## src/design/serial_pkg.sv

```systemverilog
// Purpose: shared constants and types of the serial port engine
// Assumes: one clock edge per state phase, twelve phases per machine cycle
// Notes:   phase 0 is state 1 phase 1, phase 11 is state 6 phase 2
package serial_pkg;

    // ************************************************************
    // machine cycle phases
    // ************************************************************
    localparam logic [3:0] PH_LAST = 4'hB;
    localparam logic [3:0] PH_S1P1 = 4'h0;
    localparam logic [3:0] PH_S3P1 = 4'h4;
    localparam logic [3:0] PH_S5P2 = 4'h9;
    localparam logic [3:0] PH_S6P1 = 4'hA;
    localparam logic [3:0] PH_S6P2 = 4'hB;

    // ************************************************************
    // sixteenth-bit counter
    // ************************************************************
    localparam logic [3:0] DIV_LAST = 4'hF;
    localparam logic [3:0] VOTE_A   = 4'h7;
    localparam logic [3:0] VOTE_B   = 4'h8;
    localparam logic [3:0] VOTE_C   = 4'h9;
    localparam logic [3:0] DECIDE   = 4'hA;

    // ************************************************************
    // register map and preloads
    // ************************************************************
    localparam logic [1:0] ADDR_BUFFER  = 2'h0;
    localparam logic [1:0] ADDR_CONTROL = 2'h1;
    localparam logic [7:0] CTRL_RESET   = 8'h00;
    localparam logic [7:0] RX0_PRELOAD  = 8'hFE;
    localparam logic [8:0] RX1_PRELOAD  = 9'h1FF;

    typedef struct packed {
        logic       spare;
        logic       rxDone;    // rx_done_flag
        logic       txDone;    // tx_done_flag
        logic       rxNinth;   // rx_ninth_bit_flag
        logic       baudDbl;   // baud_doubling_bit
        logic       mpCheck;   // multiprocessor_check_bit
        logic       rxEnable;
        logic       asyncMode; // 0 shift mode, 1 ten-bit frames
    } ctrl_t;

    typedef struct packed {
        logic [1:0] addr;
        logic [7:0] wdata;
        logic       wr;
        logic       rd;
    } busReq_t;

    typedef enum logic [2:0] {TX_IDLE, TX0_ARM, TX0_SEND, TX1_WAIT, TX1_SEND} txState_t;
    typedef enum logic [1:0] {RX_IDLE, RX0_RUN, RX1_RUN} rxState_t;

endpackage

```

## src/design/serial_port.sv

```systemverilog
// Purpose: serial port engine, shift mode and ten-bit frame mode
// Assumes: pins synchronous to clock; timer1Ovf a one-cycle pulse
// Notes:   register 0 is the buffer, register 1 the control flags
module serial_port (
    input  wire logic                clock,
    input  wire logic                reset_n,
    input  wire serial_pkg::busReq_t busReq,
    output logic               [7:0] rdData,
    input  wire logic                timer1Ovf,
    input  wire logic                port1Line1In,
    output logic                     port1Line1Out,
    output logic                     port1Line1Oe,
    output logic                     port1Line0Out
);

    // ************************************************************
    // machine cycle timing
    // ************************************************************
    logic [3:0] phase;

    machine_phase u_phase (
        .clock   (clock),
        .reset_n (reset_n),
        .phase   (phase)
    );

    function automatic logic [3:0] nextPhase(input logic [3:0] p);
        return (p == serial_pkg::PH_LAST) ? serial_pkg::PH_S1P1 : p + 4'h1;
    endfunction

    // shift clock low in S3..S5, high in S6, S1, S2
    function automatic logic clockLevel(input logic [3:0] p);
        return !(p >= serial_pkg::PH_S3P1 && p < serial_pkg::PH_S6P1);
    endfunction

    wire logic isS1P1 = (phase == serial_pkg::PH_S1P1);
    wire logic isS5P2 = (phase == serial_pkg::PH_S5P2);
    wire logic isS6P2 = (phase == serial_pkg::PH_S6P2);

    // ************************************************************
    // registers and bus decode
    // ************************************************************
    serial_pkg::ctrl_t    ctrl_r;
    serial_pkg::txState_t txState_r;
    serial_pkg::rxState_t rxState_r;
    logic           [7:0] rxBuf_r;
    logic           [8:0] txShift_r;
    logic           [8:0] rxShift_r;
    logic                 txPend_r;
    logic                 txLast_r;
    logic                 txData_r;
    logic                 rxLast_r;
    logic                 rxFirst_r;
    logic                 rxArm_r;
    logic                 rxSample_r;
    logic                 rxPrev_r;
    logic                 halfTog_r;
    logic           [3:0] div16_r;
    logic                 rollPend_r;
    logic           [7:0] rdData_r;
    logic                 line0_r;
    logic                 line1_r;
    logic                 line1Oe_r;

    wire logic bufWr  = busReq.wr && busReq.addr == serial_pkg::ADDR_BUFFER;
    wire logic ctlWr  = busReq.wr && busReq.addr == serial_pkg::ADDR_CONTROL;
    wire logic mode0  = !ctrl_r.asyncMode;
    wire logic txIdle = (txState_r == serial_pkg::TX_IDLE);
    wire logic rxIdle = (rxState_r == serial_pkg::RX_IDLE);
    wire logic [7:0] rdMux =
        (busReq.addr == serial_pkg::ADDR_BUFFER)  ? rxBuf_r :
        (busReq.addr == serial_pkg::ADDR_CONTROL) ? ctrl_r  : 8'h00;

    // ************************************************************
    // frame-mode bit clock
    // ************************************************************
    // doubling bit off passes every second overflow, halving the tick16 rate
    wire logic tick16   = timer1Ovf && (ctrl_r.baudDbl || halfTog_r);
    wire logic rxFall   = !mode0 && rxIdle && ctrl_r.rxEnable && tick16
                          && rxPrev_r && !port1Line1In;
    wire logic rollover = tick16 && !rxFall && div16_r == serial_pkg::DIV_LAST;
    // bit times line up with the counter, not with the buffer write
    wire logic asyncStep = isS1P1 && rollPend_r;
    wire logic decide   = tick16 && div16_r == serial_pkg::DECIDE;
    wire logic bitValue;

    majority_vote u_vote (
        .clock    (clock),
        .reset_n  (reset_n),
        .tick     (tick16),
        .count    (div16_r),
        .rxIn     (port1Line1In),
        .bitValue (bitValue)
    );

    // ************************************************************
    // transmit control
    // ************************************************************
    wire logic txMarker = txShift_r[8:2] == 7'h00 && txShift_r[1];
    wire logic [8:0] txShifted = {1'b0, txShift_r[8:1]};
    wire logic tx0Start = mode0 && txIdle && txPend_r && isS6P2;
    wire logic tx0Shift = txState_r == serial_pkg::TX0_SEND && isS6P2 && !txLast_r;
    wire logic tx0End   = txState_r == serial_pkg::TX0_SEND && isS1P1 && txLast_r;
    wire logic tx1End   = txState_r == serial_pkg::TX1_SEND && asyncStep
                          && txData_r && txMarker;
    wire logic txDoneSet = tx0End || tx1End;

    always_ff @(posedge clock or negedge reset_n) begin
        if (!reset_n) begin
            txState_r <= serial_pkg::TX_IDLE;
            txShift_r <= 9'h000;
            txPend_r  <= 1'b0;
            txLast_r  <= 1'b0;
            txData_r  <= 1'b0;
        end else begin
            // writes during a transfer are dropped
            if (bufWr && txIdle) begin
                txShift_r <= {1'b1, busReq.wdata};
                txPend_r  <= mode0;
                if (!mode0) txState_r <= serial_pkg::TX1_WAIT;
            end
            unique case (txState_r)
                serial_pkg::TX_IDLE: begin
                    if (tx0Start) begin
                        txPend_r  <= 1'b0;
                        txState_r <= serial_pkg::TX0_ARM;
                    end
                end
                serial_pkg::TX0_ARM: begin
                    if (isS6P2) txState_r <= serial_pkg::TX0_SEND;
                end
                serial_pkg::TX0_SEND: begin
                    if (tx0Shift) begin
                        txShift_r <= txShifted;
                        txLast_r  <= txMarker;
                    end
                    if (tx0End) begin
                        txLast_r  <= 1'b0;
                        txState_r <= serial_pkg::TX_IDLE;
                    end
                end
                serial_pkg::TX1_WAIT: begin
                    if (asyncStep) begin
                        txData_r  <= 1'b0;
                        txState_r <= serial_pkg::TX1_SEND;
                    end
                end
                serial_pkg::TX1_SEND: begin
                    if (asyncStep) begin
                        if (!txData_r) txData_r <= 1'b1;
                        else txShift_r <= txShifted;
                        if (tx1End) txState_r <= serial_pkg::TX_IDLE;
                    end
                end
            endcase
        end
    end

    // ************************************************************
    // receive control
    // ************************************************************
    wire logic rx0Ready = mode0 && rxIdle && ctrl_r.rxEnable && !ctrl_r.rxDone;
    wire logic rx0Start = rx0Ready && rxArm_r && isS6P2;
    wire logic rx0Shift = rxState_r == serial_pkg::RX0_RUN && isS6P2 && !rxLast_r;
    wire logic [7:0] rx0Next = {rxShift_r[6:0], rxSample_r};
    wire logic rx0End   = rxState_r == serial_pkg::RX0_RUN && isS1P1 && rxLast_r;
    wire logic rx1Step  = rxState_r == serial_pkg::RX1_RUN && decide;
    wire logic rx1Abort = rx1Step && rxFirst_r && bitValue;
    wire logic rx1Final = rx1Step && !rxFirst_r && !rxShift_r[0];
    wire logic rx1Ok    = !ctrl_r.rxDone && (!ctrl_r.mpCheck || bitValue);
    wire logic rxDoneSet = rx0End || (rx1Final && rx1Ok);

    always_ff @(posedge clock or negedge reset_n) begin
        if (!reset_n) begin
            rxState_r <= serial_pkg::RX_IDLE;
            rxShift_r <= 9'h000;
            rxBuf_r   <= 8'h00;
            rxLast_r  <= 1'b0;
            rxFirst_r <= 1'b0;
        end else begin
            unique case (rxState_r)
                serial_pkg::RX_IDLE: begin
                    if (rx0Start) begin
                        rxShift_r <= {1'b0, serial_pkg::RX0_PRELOAD};
                        rxState_r <= serial_pkg::RX0_RUN;
                    end else if (rxFall) begin
                        rxShift_r <= serial_pkg::RX1_PRELOAD;
                        rxFirst_r <= 1'b1;
                        rxState_r <= serial_pkg::RX1_RUN;
                    end
                end
                serial_pkg::RX0_RUN: begin
                    if (rx0Shift) begin
                        rxShift_r <= {1'b0, rx0Next};
                        if (!rxShift_r[7]) begin
                            rxBuf_r  <= rx0Next;
                            rxLast_r <= 1'b1;
                        end
                    end
                    if (rx0End) begin
                        rxLast_r  <= 1'b0;
                        rxState_r <= serial_pkg::RX_IDLE;
                    end
                end
                serial_pkg::RX1_RUN: begin
                    if (rx1Step) begin
                        rxFirst_r <= 1'b0;
                        rxShift_r <= {bitValue, rxShift_r[8:1]};
                        if (rx1Final && rx1Ok) rxBuf_r <= rxShift_r[8:1];
                        if (rx1Abort || rx1Final) begin
                            rxState_r <= serial_pkg::RX_IDLE;
                        end
                    end
                end
            endcase
        end
    end

    // ************************************************************
    // bit clock, counter and pin sampling
    // ************************************************************
    always_ff @(posedge clock or negedge reset_n) begin
        if (!reset_n) begin
            halfTog_r  <= 1'b0;
            div16_r    <= 4'h0;
            rollPend_r <= 1'b0;
            rxPrev_r   <= 1'b1;
            rxSample_r <= 1'b1;
            rxArm_r    <= 1'b0;
        end else begin
            if (timer1Ovf) halfTog_r <= !halfTog_r;
            if (rxFall) div16_r <= 4'h0;
            else if (tick16) div16_r <= div16_r + 4'h1;
            // a rollover in the S1P1 cycle wins over the clear
            if (rollover) rollPend_r <= 1'b1;
            else if (isS1P1 || (bufWr && txIdle)) rollPend_r <= 1'b0;
            if (tick16) rxPrev_r <= port1Line1In;
            if (isS5P2) rxSample_r <= port1Line1In;
            // armed at one S6P2, preloaded at the next one
            if (isS6P2) rxArm_r <= rx0Ready;
        end
    end

    // ************************************************************
    // control register and read port
    // ************************************************************
    serial_pkg::ctrl_t wrCtrl;
    assign wrCtrl = serial_pkg::ctrl_t'(busReq.wdata);

    always_ff @(posedge clock or negedge reset_n) begin
        if (!reset_n) begin
            ctrl_r   <= serial_pkg::ctrl_t'(serial_pkg::CTRL_RESET);
            rdData_r <= 8'h00;
        end else begin
            if (ctlWr) ctrl_r <= wrCtrl;
            ctrl_r.spare <= 1'b0;
            // hardware set wins over a software clear in the same cycle
            if (txDoneSet) ctrl_r.txDone <= 1'b1;
            if (rxDoneSet) ctrl_r.rxDone <= 1'b1;
            if (rx1Final && rx1Ok) ctrl_r.rxNinth <= bitValue;
            rdData_r <= busReq.rd ? rdMux : 8'h00;
        end
    end

    // ************************************************************
    // pins
    // ************************************************************
    wire logic shiftClkOn = (txState_r == serial_pkg::TX0_SEND)
                            || (rxState_r == serial_pkg::RX0_RUN);
    wire logic tx0Drive   = txState_r == serial_pkg::TX0_SEND;
    wire logic tx1Pin     = txState_r != serial_pkg::TX1_SEND ? 1'b1 :
                            txData_r ? txShift_r[0] : 1'b0;
    // in shift mode one bit per machine cycle: the rate is tied to the cpu clock
    wire logic line0Nxt   = !mode0 ? tx1Pin :
                            shiftClkOn ? clockLevel(nextPhase(phase)) : 1'b1;

    always_ff @(posedge clock or negedge reset_n) begin
        if (!reset_n) begin
            line0_r   <= 1'b1;
            line1_r   <= 1'b1;
            line1Oe_r <= 1'b0;
        end else begin
            line0_r   <= line0Nxt;
            line1_r   <= tx0Drive ? txShift_r[0] : 1'b1;
            line1Oe_r <= mode0 && tx0Drive;
        end
    end

    assign rdData        = rdData_r;
    assign port1Line0Out = line0_r;
    assign port1Line1Out = line1_r;
    assign port1Line1Oe  = line1Oe_r;
endmodule // serial_port

```

## src/design/machine_phase.sv

```systemverilog
// Purpose: state and phase counter of the machine cycle
// Assumes: twelve clock edges make one machine cycle
// Notes:   phase 0 is the first phase of the first state
module machine_phase (
    input  wire logic       clock,
    input  wire logic       reset_n,
    output logic      [3:0] phase
);
    logic [3:0] phase_r;

    always_ff @(posedge clock or negedge reset_n) begin
        if (!reset_n) begin
            phase_r <= serial_pkg::PH_S1P1;
        end else if (phase_r == serial_pkg::PH_LAST) begin
            phase_r <= serial_pkg::PH_S1P1;
        end else begin
            phase_r <= phase_r + 4'h1;
        end
    end

    assign phase = phase_r;
endmodule // machine_phase

```

## src/design/majority_vote.sv

```systemverilog
// Purpose: three samples per bit time, two of three decide
// Assumes: tick is the sixteen-times bit rate strobe
// Notes:   samples are kept until overwritten in the next bit time
module majority_vote (
    input  wire logic       clock,
    input  wire logic       reset_n,
    input  wire logic       tick,
    input  wire logic [3:0] count,
    input  wire logic       rxIn,
    output logic            bitValue
);
    logic [2:0] samples_r;

    function automatic logic maj3(input logic [2:0] s);
        return (s[0] & s[1]) | (s[0] & s[2]) | (s[1] & s[2]);
    endfunction

    always_ff @(posedge clock or negedge reset_n) begin
        if (!reset_n) begin
            samples_r <= 3'h7;
        end else if (tick) begin
            if (count == serial_pkg::VOTE_A) samples_r[0] <= rxIn;
            if (count == serial_pkg::VOTE_B) samples_r[1] <= rxIn;
            if (count == serial_pkg::VOTE_C) samples_r[2] <= rxIn;
        end
    end

    assign bitValue = maj3(samples_r);
endmodule // majority_vote

```

## config.mk

```make
export PLATFORM = sky130hd
export DESIGN_NAME = serial_port
export DESIGN_NICKNAME = d
export VERILOG_FILES = /design/src/design/serial_pkg.sv /design/src/design/serial_port.sv /design/src/design/machine_phase.sv /design/src/design/majority_vote.sv
export SDC_FILE = /design/constraint.sdc
export NUM_CORES = 1
export LEC_CHECK = 0
export ABC_CLOCK_PERIOD_IN_PS = 2950
export BUFFER_PORTS_ARGS = -buffer_cell sky130_fd_sc_hd__buf_2
export CELL_PAD_IN_SITES_DETAIL_PLACEMENT = 1
export CELL_PAD_IN_SITES_GLOBAL_PLACEMENT = 2
export CORE_MARGIN = 2
export CORE_UTILIZATION = 40
export CTS_CLUSTER_SIZE = 16
export DETAILED_ROUTE_END_ITERATION = 7
export PLACE_DENSITY_LB_ADDON = 0.1
export RECOVER_POWER = 100
export SYNTH_ARGS = -nofsm -noshare
export SYNTH_HDL_FRONTEND = slang
export SYNTH_HIERARCHICAL = 1
export SYNTH_SLANG_ARGS = --single-unit
```

## constraint.sdc

```tcl
create_clock -name clock -period 2.95 [get_ports clock]
set_input_delay 0.1475 -clock clock [delete_from_list [all_inputs] [get_ports clock]]
set_output_delay 0.1475 -clock clock [all_outputs]
set_load 0.03 [all_outputs]
```

==> impl_metrics.tcl <==
set metrics [dict create \
    status "finished, violations left" \
    violations "max-capacitance violations, max-slew violations" \
    final_common_cell "dfrtp_1" \
    synth-async-reset-ratio_pct 100 \
    postCtsSetupRepairBufs 0 \
    start_util_pct 40.5 \
    rsz0062_at_grt "no" \
    antennaDiodeCount 0 \
    grt.met2_usage_pct 30.6 \
    finalSetupViolCount 0 \
    p_leak_nw 1.73 \
    final_cell_mix "dfrtp_1, mux2_2, nand2_1" \
    min_path_type "input pin to flip-flop" \
    antenna_found_initial 0 \
    grt_use_met1_pct 26.4 \
    gp_congestion 0.765 \
    finalPower_mw 3.59 \
    clkLatencyLatePin_ps 350 \
    p_per_area_nw_per_um2 880 \
    drtPass1Iterations 4 \
    drtAntennaViolNets 0 \
    endpoint_kind "flip-flop" \
    ys_types 58 \
    finalCriticalPeriod_ps 2590 \
    ys_seq_area_share_pct 47.7 \
    fp.dieArea_um2 10000 \
    synth_area_um2 3690 \
    holdWs_ps 42.3 \
    clk_pin_slew_ps 80 \
    required_ps 3180 \
    worst_pin_slew_ps 1730 \
    wl_per_cell_um 18.0 \
    cts_max_level 3 \
    relSlewSlack_pct -15.0 \
    grt_max_degree 71 \
    worstPathCellList "ha_1 -> and3b_1 -> and3_1 -> o311ai_2 -> mux2_2" \
    grt-ovfl-total 0 \
    arrival_ps 2820 \
    maxCapViolCount 1 \
    synth-edff-count 0 \
    synth_warnings 6 \
    io_buffers 26 \
    grt_pass1_wl_um 14700 \
    final_max_slew_viol_count 71 \
    die_x_um 100 \
    grt_usage_pct 19.2 \
    cts_tree "yes" \
    groute.layer.met3.usage_pct 3.13 \
    skew_ps 11.1 \
    dr_total_vias 2712 \
    drive_gt1_share_pct 22.6 \
    ir_drop_mv 0.361 \
    syn_area_per_cell_um2 10.6 \
    hpwl_um 6400 \
    cts-root-buf "clkbuf_8" \
    slowest_stage "o311ai_2" \
    final_nets 400 \
    rr_startpoint "u_phase/phase[0]$_DFF_PN0_" \
    timing_hold_violations_final 0 \
    synth-seq-cells 70 \
    ys.flop_type "dfrtp_1" \
    wl_um 8850 \
    max_freq_mhz 386 \
    startpoint_type "flip-flop" \
    core-area_um2 9110 \
    grt_pass1_vias 2745 \
    rows 35 \
    hold_start "busReq[4]" \
    max_stage_delay_ps 770 \
    cts_buffers 9 \
    io_pins 27 \
    dieHeight_um 100 \
    clock_sinks 70 \
    period_share_pct 87.7 \
    clockBufferDepth 2 \
    worstPathMaxFanout 9 \
    drc 0 \
    final_util_pct 44.7 \
    drt_iter0_drc 60 \
    postSynthCellCount 347 \
    viasPerCell 5.52 \
    finalSetupTns_ps 0 \
    syn_nets 372 \
    gr-max-usage-layer "met2" \
    startpoint "u_phase/phase[0]$_DFF_PN0_" \
    area_growth_pct 10.4 \
    worst-setup-path-type "flip-flop to flip-flop" \
]
[final timing paths]
path	to	slack, ps	cells after the start
hold reg to reg	halfTog_r$_DFFE_PN0P_	470	1
max in group asynchronous	rxArm_r$_DFFE_PN0N_	1580	2
hold / removal	ctrl_r[2]$_DFFE_PN0P_	40	2
min in group asynchronous	rxShift_r[5]$_DFFE_PN0P_	310	2
setup / recovery	rxShift_r[1]$_DFFE_PN0P_	360	5
setup reg to reg	rxShift_r[1]$_DFFE_PN0P_	360	5
[kinds of logic after synthesis]
kind of cell / synth area share [%]
compound gates: 10.6
xor+xnor: 0.475
fa+ha+maj: 3.32
simple gates: 17.3
mux: 16.7
buf+inv: 3.90
flops: 47.7
[registers in the layout, summed over array words and instances, names as in the netlist, 4 cells and up]
register and cells:
ctrl_r 7, txShift_r 9, rdData 8, rxBuf_r 8
rxShift_r 9, u_phase/phase 4, div16_r 4
[critical path, delay by kind of cell, from the launching register on]
family          cells  cell delay, ps
compound gates      1             770
fa+ha+maj           1             320
flops               1             450
mux                 1             410
simple gates        2             520
[final cells by class]
| cell class | instances | area, um2 |
|---|---|---|
| clock buffers | 10 | 128 |
| fillers | 1031 | 5040 |
| flip-flops and latches | 70 | 1760 |
| well taps | 111 | 139 |
| multi-input cells | 244 | 1760 |
| repair buffers | 34 | 155 |
| inverters | 16 | 60.1 |
| clock inverters | 6 | 70.1 |
[cells in the mapped netlist, drive strengths merged (2+ instances only)]
| library cell | instances | area (um2) |
|---|---|---|
| and3 | 3 | 18.8 |
| o311ai | 2 | 42.6 |
| nand2 | 36 | 135 |
| inv | 16 | 60.1 |
| a211oi | 2 | 15.0 |
| nand4 | 2 | 12.5 |
| nor2 | 22 | 82.6 |
| dfrtp | 63 | 1580 |
| nand3 | 18 | 90.1 |
| mux2 | 44 | 495 |
| a21oi | 6 | 30.0 |
| nor3b | 3 | 32.5 |
| nand4b | 2 | 17.5 |
| dfstp | 7 | 184 |
| a22o | 3 | 26.3 |
| nor3 | 4 | 20.0 |
| clkbuf | 11 | 41.3 |
| nand3b | 7 | 52.6 |
| ha | 9 | 113 |
| or3b | 3 | 26.3 |
| a21o | 4 | 30.0 |
| o21ai | 20 | 100 |
| a31oi | 4 | 25.0 |
| and3b | 2 | 18.8 |
| o22ai | 2 | 12.5 |
| nand2b | 4 | 25.0 |
| nor2b | 4 | 25.0 |
| o21a | 2 | 15.0 |
| buf | 6 | 42.5 |
| or2 | 2 | 12.5 |
| mux2i | 12 | 120 |
| o211ai | 2 | 15.0 |
[metrics by stage]
stage          worst slack, ps  area, um2  instances
3_5_place_dp               541       3930        474
5_1_grt                    162       4070        491
3_3_place_gp               605       3930        474
6_report                   362       4070        491
2_1_floorplan              787       3690        347
4_1_cts                    524       4130        491
[what timing repair did]
action | in CTS | in global routing
hold buffers | 1 | 0
resized for setup | 0 | 0
hold endpoints to repair | 1 | 0
[routing by layer]
layer / share of wire [%] / up-vias / wire [um]
met1: 47 / 1367 / 4150
li1: - / 1288 / -
met3: 2.5 / 15 / 220
met2: 49 / 42 / 4320
met5: 0 / - / 0
met4: 1.8 / 0 / 158
[power by group]
part	total, mW	switching (mW)	leakage (nW)	internal [mW]
logic	1.20	0.617	0.810	0.586
registers	1.59	0.295	0.833	1.30
clock network	0.791	0.395	0.0895	0.397
No activity file was read; power rests on OpenSTA's default activity.
